===== src/core/mdio_user_consts.svh =====
// Purpose: offsets, field positions, reset values and frame counts of the user command block
// Assumes: 32-bit classic Wishbone, byte addresses
// Notes:   definitions only
`ifndef MDIO_USER_CONSTS_SVH
`define MDIO_USER_CONSTS_SVH

// ----------------------------------------
// register byte offsets
// ----------------------------------------
`define OFS_PHY_CMD_SLOT0          6'h00
`define OFS_CMD_DONE_IRQ_DISABLE   6'h04
`define OFS_CMD_DONE_IRQ_ENABLE    6'h08
`define OFS_CMD_DONE_MASKED_STATUS 6'h0C
`define OFS_CMD_DONE_RAW_STATUS    6'h10

// ----------------------------------------
// phy_cmd_slot0 fields
// ----------------------------------------
`define CMD_GO_BIT      31
`define CMD_WRITE_BIT   30
`define CMD_ACK_BIT     29
`define CMD_REG_MSB     25
`define CMD_REG_LSB     21
`define CMD_PHY_MSB     20
`define CMD_PHY_LSB     16
`define CMD_DATA_MSB    15
`define CMD_DATA_LSB    0

// ----------------------------------------
// reset values
// ----------------------------------------
`define RST_PHY_CMD_SLOT0 32'h0000_0000
`define RST_IRQ_ENABLE    2'h0
`define RST_RAW_STATUS    2'h0

// ----------------------------------------
// management frame
// ----------------------------------------
`define FRAME_BITS      7'h40
`define FRAME_PREAMBLE  32'hFFFF_FFFF
`define FRAME_START     2'h1
`define FRAME_OP_WRITE  2'h1
`define FRAME_OP_READ   2'h2
`define FRAME_TA_WRITE  2'h2
`define FRAME_TA_FIRST  7'h2E
`define FRAME_ACK_BIT   7'h2F

`endif


===== src/core/mdio_user_pkg.sv =====
// Purpose: types shared by the user command block
// Assumes: nothing
// Notes:   gray-coded frame engine states
package mdio_user_pkg;

	typedef enum logic [1:0] {
		ENG_IDLE = 2'h0,
		ENG_RUN  = 2'h1,
		ENG_FIN  = 2'h3
	} eng_state_t;

	typedef logic [1:0] slot_bits_t;

endpackage : mdio_user_pkg


===== src/core/mdio_frame.sv =====
// Purpose: shifts one management frame out and samples turnaround and read data
// Assumes: mdc_rise_i marks a synchronised rising edge of the link clock
// Notes:   output changes after a rising edge, input sampled at the next one
`timescale 1ns/1ps
`include "mdio_user_consts.svh"
module mdio_frame
	import mdio_user_pkg::*;
(
	input  wire logic        clk_i,
	input  wire logic        rst_i,
	input  wire logic        mdc_rise_i,
	input  wire logic        start_i,
	input  wire logic        write_i,
	input  wire logic [4:0]  phy_i,
	input  wire logic [4:0]  reg_i,
	input  wire logic [15:0] wdata_i,
	input  wire logic        mdio_in_i,
	output logic             mdio_o,
	output logic             mdio_oe_o,
	output logic             busy_o,
	output logic             done_o,
	output logic             ack_o,
	output logic [15:0]      rdata_o
);

	eng_state_t  state_r;
	logic [63:0] shift_r;
	logic [6:0]  bit_r;
	logic        wr_r;

	always_ff @(posedge clk_i or posedge rst_i) begin
		if (rst_i) begin
			state_r   <= ENG_IDLE;
			shift_r   <= '0;
			bit_r     <= '0;
			wr_r      <= 1'b0;
			mdio_o    <= 1'b0;
			mdio_oe_o <= 1'b0;
			done_o    <= 1'b0;
			ack_o     <= 1'b0;
			rdata_o   <= '0;
		end else begin
			done_o <= 1'b0;
			case (state_r)
				ENG_IDLE: begin
					if (start_i) begin
						shift_r <= {`FRAME_PREAMBLE, `FRAME_START,
							write_i ? `FRAME_OP_WRITE : `FRAME_OP_READ,
							phy_i, reg_i, `FRAME_TA_WRITE, wdata_i};
						wr_r    <= write_i;
						bit_r   <= '0;
						state_r <= ENG_RUN;
					end
				end
				ENG_RUN: begin
					if (mdc_rise_i) begin
						// bit_r-1 has just been sampled by the far end
						if (!wr_r && bit_r == `FRAME_ACK_BIT + 7'h1)
							ack_o <= ~mdio_in_i;
						if (!wr_r && bit_r > `FRAME_ACK_BIT + 7'h1)
							rdata_o <= {rdata_o[14:0], mdio_in_i};
						if (bit_r == `FRAME_BITS) begin
							mdio_oe_o <= 1'b0;
							state_r   <= ENG_FIN;
						end else begin
							mdio_o    <= shift_r[63];
							mdio_oe_o <= wr_r || bit_r < `FRAME_TA_FIRST;
							shift_r   <= {shift_r[62:0], 1'b0};
							bit_r     <= bit_r + 7'h1;
						end
					end
				end
				ENG_FIN: begin
					done_o  <= 1'b1;
					state_r <= ENG_IDLE;
				end
				default: state_r <= ENG_IDLE;
			endcase
		end
	end

	assign busy_o = (state_r != ENG_IDLE);

endmodule : mdio_frame


===== src/core/mdio_user_command_access.sv =====
// Purpose: software side of the management user command slot and its interrupts
// Assumes: classic Wishbone slave, link clock sampled as a plain input
// Notes:   slot 1 completion arrives as a pulse from neighbouring logic
// Operation
// - writing one to disable bit turns slot off
// - writing zero to disable bit changes nothing
// - disable read shows one per disabled slot
// - go one schedules one management access later
// - go zero never cancels an access
// - go accepted only while state machine enabled
// - go self-clears when access completes
// - go high blocks all slot writes
// - write bit selects phy write or read
// - ack bit set when phy acknowledged read
// - register index field drives frame register
// - phy select field drives frame address
// - data sent on write, loaded on read
// - bits 28 to 26 read zero
// - enable register one bits enable slots
// - masked status reads event and enable, w1c
//
// The Wishbone slave port and the register addresses were chosen for this implementation.
`timescale 1ns/1ps
`include "mdio_user_consts.svh"
module mdio_user_command_access
	import mdio_user_pkg::*;
(
	input  wire logic        clk_i,
	input  wire logic        rst_i,
	input  wire logic        wb_cyc_i,
	input  wire logic        wb_stb_i,
	input  wire logic        wb_we_i,
	input  wire logic [5:0]  wb_adr_i,
	input  wire logic [3:0]  wb_sel_i,
	input  wire logic [31:0] wb_dat_i,
	output logic      [31:0] wb_dat_o,
	output logic             wb_ack_o,
	input  wire logic        sm_enable_i,
	input  wire logic        slot1_done_i,
	input  wire logic        mdc_i,
	input  wire logic        mdio_i,
	output logic             mdio_o,
	output logic             mdio_oe_o,
	output logic             irq_o
);

	// ----------------------------------------
	// helpers
	// ----------------------------------------
	function automatic logic [31:0] lane_mask(input logic [3:0] sel);
		lane_mask = {{8{sel[3]}}, {8{sel[2]}}, {8{sel[1]}}, {8{sel[0]}}};
	endfunction : lane_mask

	function automatic logic hit(input logic [5:0] adr, input logic [5:0] ofs);
		hit = (adr[5:2] == ofs[5:2]);
	endfunction : hit

	// ----------------------------------------
	// pin synchronisers and link clock edge
	// ----------------------------------------
	logic [1:0] pins_s;
	logic       mdc_d_r;
	logic       mdc_rise;

	sync2 #(
		.WIDTH (2)
	) u_sync (
		.clk_i (clk_i),
		.rst_i (rst_i),
		.d_i   ({mdc_i, mdio_i}),
		.q_o   (pins_s)
	);

	always_ff @(posedge clk_i or posedge rst_i) begin
		if (rst_i) mdc_d_r <= 1'b0;
		else       mdc_d_r <= pins_s[1];
	end

	assign mdc_rise = pins_s[1] & ~mdc_d_r;

	// ----------------------------------------
	// bus decode
	// ----------------------------------------
	logic        req;
	logic        wr_req;
	logic [31:0] wmask;
	logic [31:0] wdat;

	assign req    = wb_cyc_i & wb_stb_i & ~wb_ack_o;
	assign wr_req = req & wb_we_i;
	assign wmask  = lane_mask(wb_sel_i);
	assign wdat   = wb_dat_i & wmask;

	// ----------------------------------------
	// command slot 0
	// ----------------------------------------
	logic        go_r;
	logic        dir_r;
	logic        ack_r;
	logic [4:0]  reg_idx_r;
	logic [4:0]  phy_idx_r;
	logic [15:0] data_r;
	logic        launched_r;
	logic [31:0] slot0_view;
	logic [31:0] slot0_nxt;
	logic        slot0_wr;
	logic        eng_busy;
	logic        eng_done;
	logic        eng_ack;
	logic [15:0] eng_rdata;
	logic        eng_start;

	assign slot0_view = {go_r, dir_r, ack_r, 3'h0, reg_idx_r, phy_idx_r, data_r};
	assign slot0_nxt  = (slot0_view & ~wmask) | wdat;
	assign slot0_wr   = wr_req & hit(wb_adr_i, `OFS_PHY_CMD_SLOT0) & ~go_r;

	always_ff @(posedge clk_i or posedge rst_i) begin
		if (rst_i) begin
			go_r <= 1'(`RST_PHY_CMD_SLOT0 >> `CMD_GO_BIT);
		end else if (eng_done && launched_r) begin
			go_r <= 1'b0;
		end else if (slot0_wr && sm_enable_i && wb_sel_i[3] && wb_dat_i[`CMD_GO_BIT]) begin
			go_r <= 1'b1;
		end
	end

	always_ff @(posedge clk_i or posedge rst_i) begin
		if (rst_i) begin
			dir_r     <= 1'b0;
			reg_idx_r <= '0;
			phy_idx_r <= '0;
		end else if (slot0_wr) begin
			dir_r     <= slot0_nxt[`CMD_WRITE_BIT];
			reg_idx_r <= slot0_nxt[`CMD_REG_MSB:`CMD_REG_LSB];
			phy_idx_r <= slot0_nxt[`CMD_PHY_MSB:`CMD_PHY_LSB];
		end
	end

	always_ff @(posedge clk_i or posedge rst_i) begin
		if (rst_i) begin
			ack_r  <= 1'b0;
			data_r <= '0;
		end else if (eng_done && launched_r && !dir_r) begin
			ack_r  <= eng_ack;
			data_r <= eng_rdata;
		end else if (slot0_wr) begin
			ack_r  <= slot0_nxt[`CMD_ACK_BIT];
			data_r <= slot0_nxt[`CMD_DATA_MSB:`CMD_DATA_LSB];
		end
	end

	// ----------------------------------------
	// launch of the queued access
	// ----------------------------------------
	assign eng_start = go_r & ~launched_r & ~eng_busy;

	always_ff @(posedge clk_i or posedge rst_i) begin
		if (rst_i)              launched_r <= 1'b0;
		else if (eng_start)     launched_r <= 1'b1;
		else if (eng_done)      launched_r <= 1'b0;
	end

	mdio_frame u_frame (
		.clk_i      (clk_i),
		.rst_i      (rst_i),
		.mdc_rise_i (mdc_rise),
		.start_i    (eng_start),
		.write_i    (dir_r),
		.phy_i      (phy_idx_r),
		.reg_i      (reg_idx_r),
		.wdata_i    (data_r),
		.mdio_in_i  (pins_s[0]),
		.mdio_o     (mdio_o),
		.mdio_oe_o  (mdio_oe_o),
		.busy_o     (eng_busy),
		.done_o     (eng_done),
		.ack_o      (eng_ack),
		.rdata_o    (eng_rdata)
	);

	// ----------------------------------------
	// completion events and interrupt enables
	// ----------------------------------------
	slot_bits_t irq_en_r;
	slot_bits_t raw_r;
	slot_bits_t raw_set;
	slot_bits_t masked;

	assign raw_set = {slot1_done_i, eng_done & launched_r};
	assign masked  = raw_r & irq_en_r;

	always_ff @(posedge clk_i or posedge rst_i) begin
		if (rst_i) begin
			irq_en_r <= `RST_IRQ_ENABLE;
		end else if (wr_req && wb_sel_i[0]) begin
			if (hit(wb_adr_i, `OFS_CMD_DONE_IRQ_DISABLE))
				irq_en_r <= irq_en_r & ~wb_dat_i[1:0];
			else if (hit(wb_adr_i, `OFS_CMD_DONE_IRQ_ENABLE))
				irq_en_r <= irq_en_r | wb_dat_i[1:0];
		end
	end

	// set wins over a clear in the same cycle
	always_ff @(posedge clk_i or posedge rst_i) begin
		if (rst_i) begin
			raw_r <= `RST_RAW_STATUS;
		end else if (wr_req && wb_sel_i[0] && hit(wb_adr_i, `OFS_CMD_DONE_MASKED_STATUS)) begin
			raw_r <= (raw_r & ~(wb_dat_i[1:0] & irq_en_r)) | raw_set;
		end else if (wr_req && wb_sel_i[0] && hit(wb_adr_i, `OFS_CMD_DONE_RAW_STATUS)) begin
			raw_r <= (raw_r & ~wb_dat_i[1:0]) | raw_set;
		end else begin
			raw_r <= raw_r | raw_set;
		end
	end

	always_ff @(posedge clk_i or posedge rst_i) begin
		if (rst_i) irq_o <= 1'b0;
		else       irq_o <= |masked;
	end

	// ----------------------------------------
	// bus answer
	// ----------------------------------------
	logic [31:0] rd_mux;

	always_comb begin
		rd_mux = 32'h0000_0000;
		if (hit(wb_adr_i, `OFS_PHY_CMD_SLOT0))
			rd_mux = slot0_view;
		else if (hit(wb_adr_i, `OFS_CMD_DONE_IRQ_DISABLE))
			rd_mux = {30'h0, ~irq_en_r};
		else if (hit(wb_adr_i, `OFS_CMD_DONE_IRQ_ENABLE))
			rd_mux = {30'h0, irq_en_r};
		else if (hit(wb_adr_i, `OFS_CMD_DONE_MASKED_STATUS))
			rd_mux = {30'h0, masked};
		else if (hit(wb_adr_i, `OFS_CMD_DONE_RAW_STATUS))
			rd_mux = {30'h0, raw_r};
	end

	always_ff @(posedge clk_i or posedge rst_i) begin
		if (rst_i) begin
			wb_ack_o <= 1'b0;
			wb_dat_o <= 32'h0000_0000;
		end else begin
			wb_ack_o <= req;
			wb_dat_o <= (req && !wb_we_i) ? rd_mux : 32'h0000_0000;
		end
	end

endmodule : mdio_user_command_access


===== src/core/sync2.sv =====
// Purpose: two-flop synchroniser for pins from outside the clock domain
// Assumes: each bit is an independent level
// Notes:   first stage feeds only the second stage
`timescale 1ns/1ps
module sync2 #(
	parameter int WIDTH = 1
) (
	input  wire logic             clk_i,
	input  wire logic             rst_i,
	input  wire logic [WIDTH-1:0] d_i,
	output logic      [WIDTH-1:0] q_o
);

	logic [WIDTH-1:0] meta_r;

	initial begin
		if (WIDTH < 1) $error("sync2: WIDTH must be at least 1");
	end

	always_ff @(posedge clk_i or posedge rst_i) begin
		if (rst_i) begin
			meta_r <= '0;
			q_o    <= '0;
		end else begin
			meta_r <= d_i;
			q_o    <= meta_r;
		end
	end

endmodule : sync2


===== config.mk =====
export PLATFORM = sky130hd
export DESIGN_NAME = mdio_user_command_access
export DESIGN_NICKNAME = d
export VERILOG_FILES = /design/src/core/mdio_user_pkg.sv /design/src/core/mdio_frame.sv /design/src/core/mdio_user_command_access.sv /design/src/core/sync2.sv
export VERILOG_INCLUDE_DIRS = /design/src /design/src/core
export SDC_FILE = /design/constraint.sdc
export NUM_CORES = 1
export LEC_CHECK = 0
export ABC_AREA = 1
export BUFFER_PORTS_ARGS = -buffer_cell sky130_fd_sc_hd__buf_4
export CAP_MARGIN = 20
export CORE_MARGIN = 2
export CORE_UTILIZATION = 39
export CTS_CLUSTER_SIZE = 30
export DETAILED_ROUTE_END_ITERATION = 7
export PLACE_DENSITY = 0.55
export SYNTH_ARGS = -nofsm -noshare
export SYNTH_HDL_FRONTEND = slang
export SYNTH_SLANG_ARGS = --single-unit
export TNS_END_PERCENT = 100

===== constraint.sdc =====
create_clock -name clk_i -period 6.3 [get_ports clk_i]
set_clock_uncertainty 0.05 [all_clocks]
set_input_delay 0.315 -clock clk_i [delete_from_list [all_inputs] [get_ports clk_i]]
set_output_delay 0.315 -clock clk_i [all_outputs]
set_load 0.05 [all_outputs]

==> results.rst <==
.. list-table::
   :header-rows: 1

   * - Metric
     - Value
   * - Router iterations before antenna repair
     - 5
   * - Top Ports
     - 87
   * - Delay contributed by the slowest stage of the critical path
     - 640 ps
   * - RSZ-0062 raised after global routing
     - false
   * - Area added between synthesis and finish
     - 18.78%
   * - Commonest cells after routing, fill and taps aside
     - 226 x sky130_fd_sc_hd__nand2_1, 164 x sky130_fd_sc_hd__dfrtp_1, 98 x sky130_fd_sc_hd__o21ai_0
   * - Post-DP HPWL
     - 10.13 mm
   * - Most used cell, CP
     - sky130_fd_sc_hd__nand2_1
   * - Arrival time reported for the critical path endpoint
     - 3040 ps
   * - Proportion of register bits with asynchronous set or reset after synthesis
     - 1.000
   * - Max frequency
     - 358.8 MHz
   * - Layout filler cell count
     - 1792
   * - Netlist Area Pre-Place
     - 0.007097 mm²
   * - Worst IR Drop VDD
     - 0.2043 mV
   * - Routed wirelength normalized by instance count
     - 13.65 µm
   * - Fin crit period
     - about 2800 ps
   * - Port bufs
     - between 70 and 80
   * - End-of-flow core utilization
     - 0.4709
   * - Synthesized area per cell
     - 8.676 µm²
   * - Slew Viols, Final
     - 0
   * - Clock buffers created by TritonCTS
     - 17
   * - Standard cell area after detailed placement
     - 0.007794 mm²
   * - Number of design-rule violations left by the first detailed-router iteration
     - 364
   * - Average via count per standard cell
     - 4.818
   * - Area of combinational cells with multiple inputs
     - 0.002527 mm²
   * - First-pass GRT wire length
     - about 26 mm
   * - Number of synthesized register bits
     - roughly 160
   * - Max Cap Violations
     - 0
   * - Core region area
     - 0.01790 mm²
   * - Primary FF master, synth
     - sky130_fd_sc_hd__dfrtp_1
   * - Pin count of the biggest net entering global routing
     - between 90 and 100
   * - Status
     - finished clean
   * - Global placement routability congestion
     - approximately 0.8
   * - Net switching power figure
     - 0.6566 mW
   * - Internal cell power
     - 1.849 mW
   * - Number of setup violations in the final report
     - 0
   * - Final design area excluding fillers
     - 0.008429 mm²
   * - Register share of total power
     - 0.484
   * - Standard-cell rows
     - 49
   * - Detailed Route WL
     - 15.35 mm
   * - DRC violation count after routing
     - 0
   * - Critical path endpoint category
     - flip-flop
   * - Buffer depth of the longest clock path
     - 2
   * - Antenna-violating nets left
     - 0
   * - H-tree Lvls
     - 4
   * - CP startpoint kind
     - flip-flop
   * - Proportion of power drawn by the clock network
     - 0.415
   * - Worst setup slack after layout
     - between 3000 and 4000 ps
   * - Number of distinct standard cells referenced by the synthesized netlist
     - 28
   * - Die Footprint
     - 0.01929 mm²
   * - EDFF count, synth
     - 0
   * - Switching share of total power
     - 0.2621
   * - Clock root buffer
     - sky130_fd_sc_hd__clkbuf_16
   * - Final cycle utilization of the critical path
     - 0.4425
   * - CTS sink count
     - 164
   * - Sequential element share of the synthesized area
     - 0.5783
   * - Initial core utilization
     - 0.3964
   * - Critical Path Fanout Max
     - 79
   * - Worst slack on hold paths
     - 8.013 ps
   * - Final-layout setup total negative slack
     - 0 ps
   * - Count of synthesis-stage warnings from yosys
     - 0
   * - Number of antenna violations at the first check in global routing
     - 0
   * - Number of global-route vias before repair
     - 5194
   * - Path type of the worst min-delay path
     - primary input to async pin
   * - Combinational share of power
     - 0.102
   * - Clk pin slew, worst setup/hold paths
     - 60 ps
   * - Critical-path cell with the highest stage delay
     - sky130_fd_sc_hd__buf_4
   * - Cell-by-cell listing of the critical path
     - inv_1 > ha_1 > nand2_1 > nor2_1 > nand2_1 > nand2_4 > buf_4 > inv_1 > nand2_1 > o21ai_0
   * - Worst slack at placement
     - 3485 ps
   * - Post-CTS Setup Bufs
     - 0
   * - Number of nets in the final layout
     - 936
   * - Die width
     - 138.9 µm
   * - Antenna cells
     - 0
   * - P_leak
     - 4.243 nW
   * - Cells after synthesis
     - just over 800
   * - Count of endpoints failing hold in the final timing report
     - 0
   * - Slew of the pin with the lowest slew margin
     - 998.4 ps
   * - Global Route Usage Sum
     - 0.1680
   * - Commonest non-fill, non-tap cell in the layout
     - sky130_fd_sc_hd__nand2_1
   * - Register area
     - 0.004104 mm²
   * - CTS tree
     - yes
   * - Type of the worst setup path
     - flip-flop to flip-flop
   * - Total congestion overflow after global routing
     - 0
   * - Worst slew slack as a fraction of its limit
     - 0.3335
   * - Areal power density over the cells
     - just under 300 mW/mm²
   * - Clock latency at the later pin of the worst-skew pair
     - 430 ps
   * - Die extent in y
     - ~140 µm
   * - Via count
     - 5420
   * - Data required time of the worst path
     - approximately 6600 ps
   * - Ratio of cells with drive above 1 in the final layout
     - 0.1429
-- power by group through the flow --
stage	clock (mW)	combinational, mW	sequential [mW]
after floorplan	0	0.181	1.23
after global placement	0	0.253	1.23
after detailed placement	0	0.260	1.23
after CTS	1.07	0.261	1.21
after global routing	1.10	0.300	1.22
final	1.04	0.255	1.21
-- cell families (layout without fill, tap and decap cells) --
group	count (synthesis)	after routing	synth area share
fa+ha+maj	2	2	0.003526
mux	13	13	0.01834
xor+xnor	3	3	0.003703
simple gates	393	393	0.2348
buf+inv	110	186	0.06735
flops	164	164	0.5783
compound gates	132	132	0.09344
other cells	1	3	0.0005284
-- routing by layer --
metal  global-route usage  vias up  wire length [µm]
met3              0.03384       22               566
li1                     -     2750                 -
met1               0.2514     2539              7825
met2               0.2411      109              6684
met5                    0        -                 0
met4              0.06433        0               278
-- synth_stat cells (all sizes together), types with 2 or more instances --
| library cell | instances | area, µm² |
|---|---|---|
| o21ai | 118 | 590.6 |
| nor2 | 73 | 297.8 |
| dfrtp | 164 | 4104 |
| nor3 | 16 | 91.34 |
| ha | 2 | 25.02 |
| a21oi | 13 | 65.06 |
| nand3 | 67 | 335.3 |
| nand4 | 4 | 25.02 |
| xor2 | 2 | 17.52 |
| clkbuf | 19 | 71.32 |
| inv | 69 | 259.0 |
| mux2i | 13 | 130.1 |
| buf | 21 | 143.9 |
| nand2 | 233 | 917.1 |
-- critical path: cells and delay by family, from the launching register on --
family,cells,cell delay (ps)
flip-flops,1,440
AO/OA/AOI/OAI,1,80
adder cells (fa/ha/maj),1,160
AND/OR/NAND/NOR,5,980
buffers and inverters,3,950
-- layout make-up --
type,count,share of cell area
flip-flops and latches,164,0.4869
multi-input cells,546,0.2998
repair buffers,84,0.07748
clock buffers,18,0.05210
well taps,229,0.03399
inverters,70,0.03176
clock inverters,14,0.01796
-- worst paths after layout --
| check | from | endpoint | slack [ps] | cells past startpoint |
|---|---|---|---|---|
| min in group clk_i | slot1_done_i | raw_r[1] | 30 | 3 |
| hold / removal | rst_i | u_frame.shift_r[59] | 8 | 2 |
| setup reg to reg | u_frame.bit_r[0] | u_frame.bit_r[4] | 3510 | 10 |
| hold reg to reg | u_sync.meta_r[1] | u_sync.q_o[1] | 300 | 0 |
| max in group asynchronous | rst_i | wb_dat_o[12] | 4750 | 3 |
| setup / recovery | u_frame.bit_r[0] | u_frame.bit_r[4] | 3510 | 10 |
-- per-stage QoR --
| stage | total power [mW] | instances |
|---|---|---|
| 6_report | 2.505 | 1125 |
| 5_1_grt | 2.630 | 1125 |
| 4_1_cts | 2.540 | 1124 |
| 3_5_place_dp | 1.489 | 1090 |
| 3_3_place_gp | 1.482 | 1090 |
| 2_1_floorplan | 1.409 | 820 |
-- what timing repair did --
item | 4_1_cts | 5_1_grt
hold endpoints to repair | 2 | 0
hold buffers | 2 | 0
endpoints found under the setup margin | 0 | 0
gates resized for setup | 0 | 0
(Power assumes the default switching activity.)
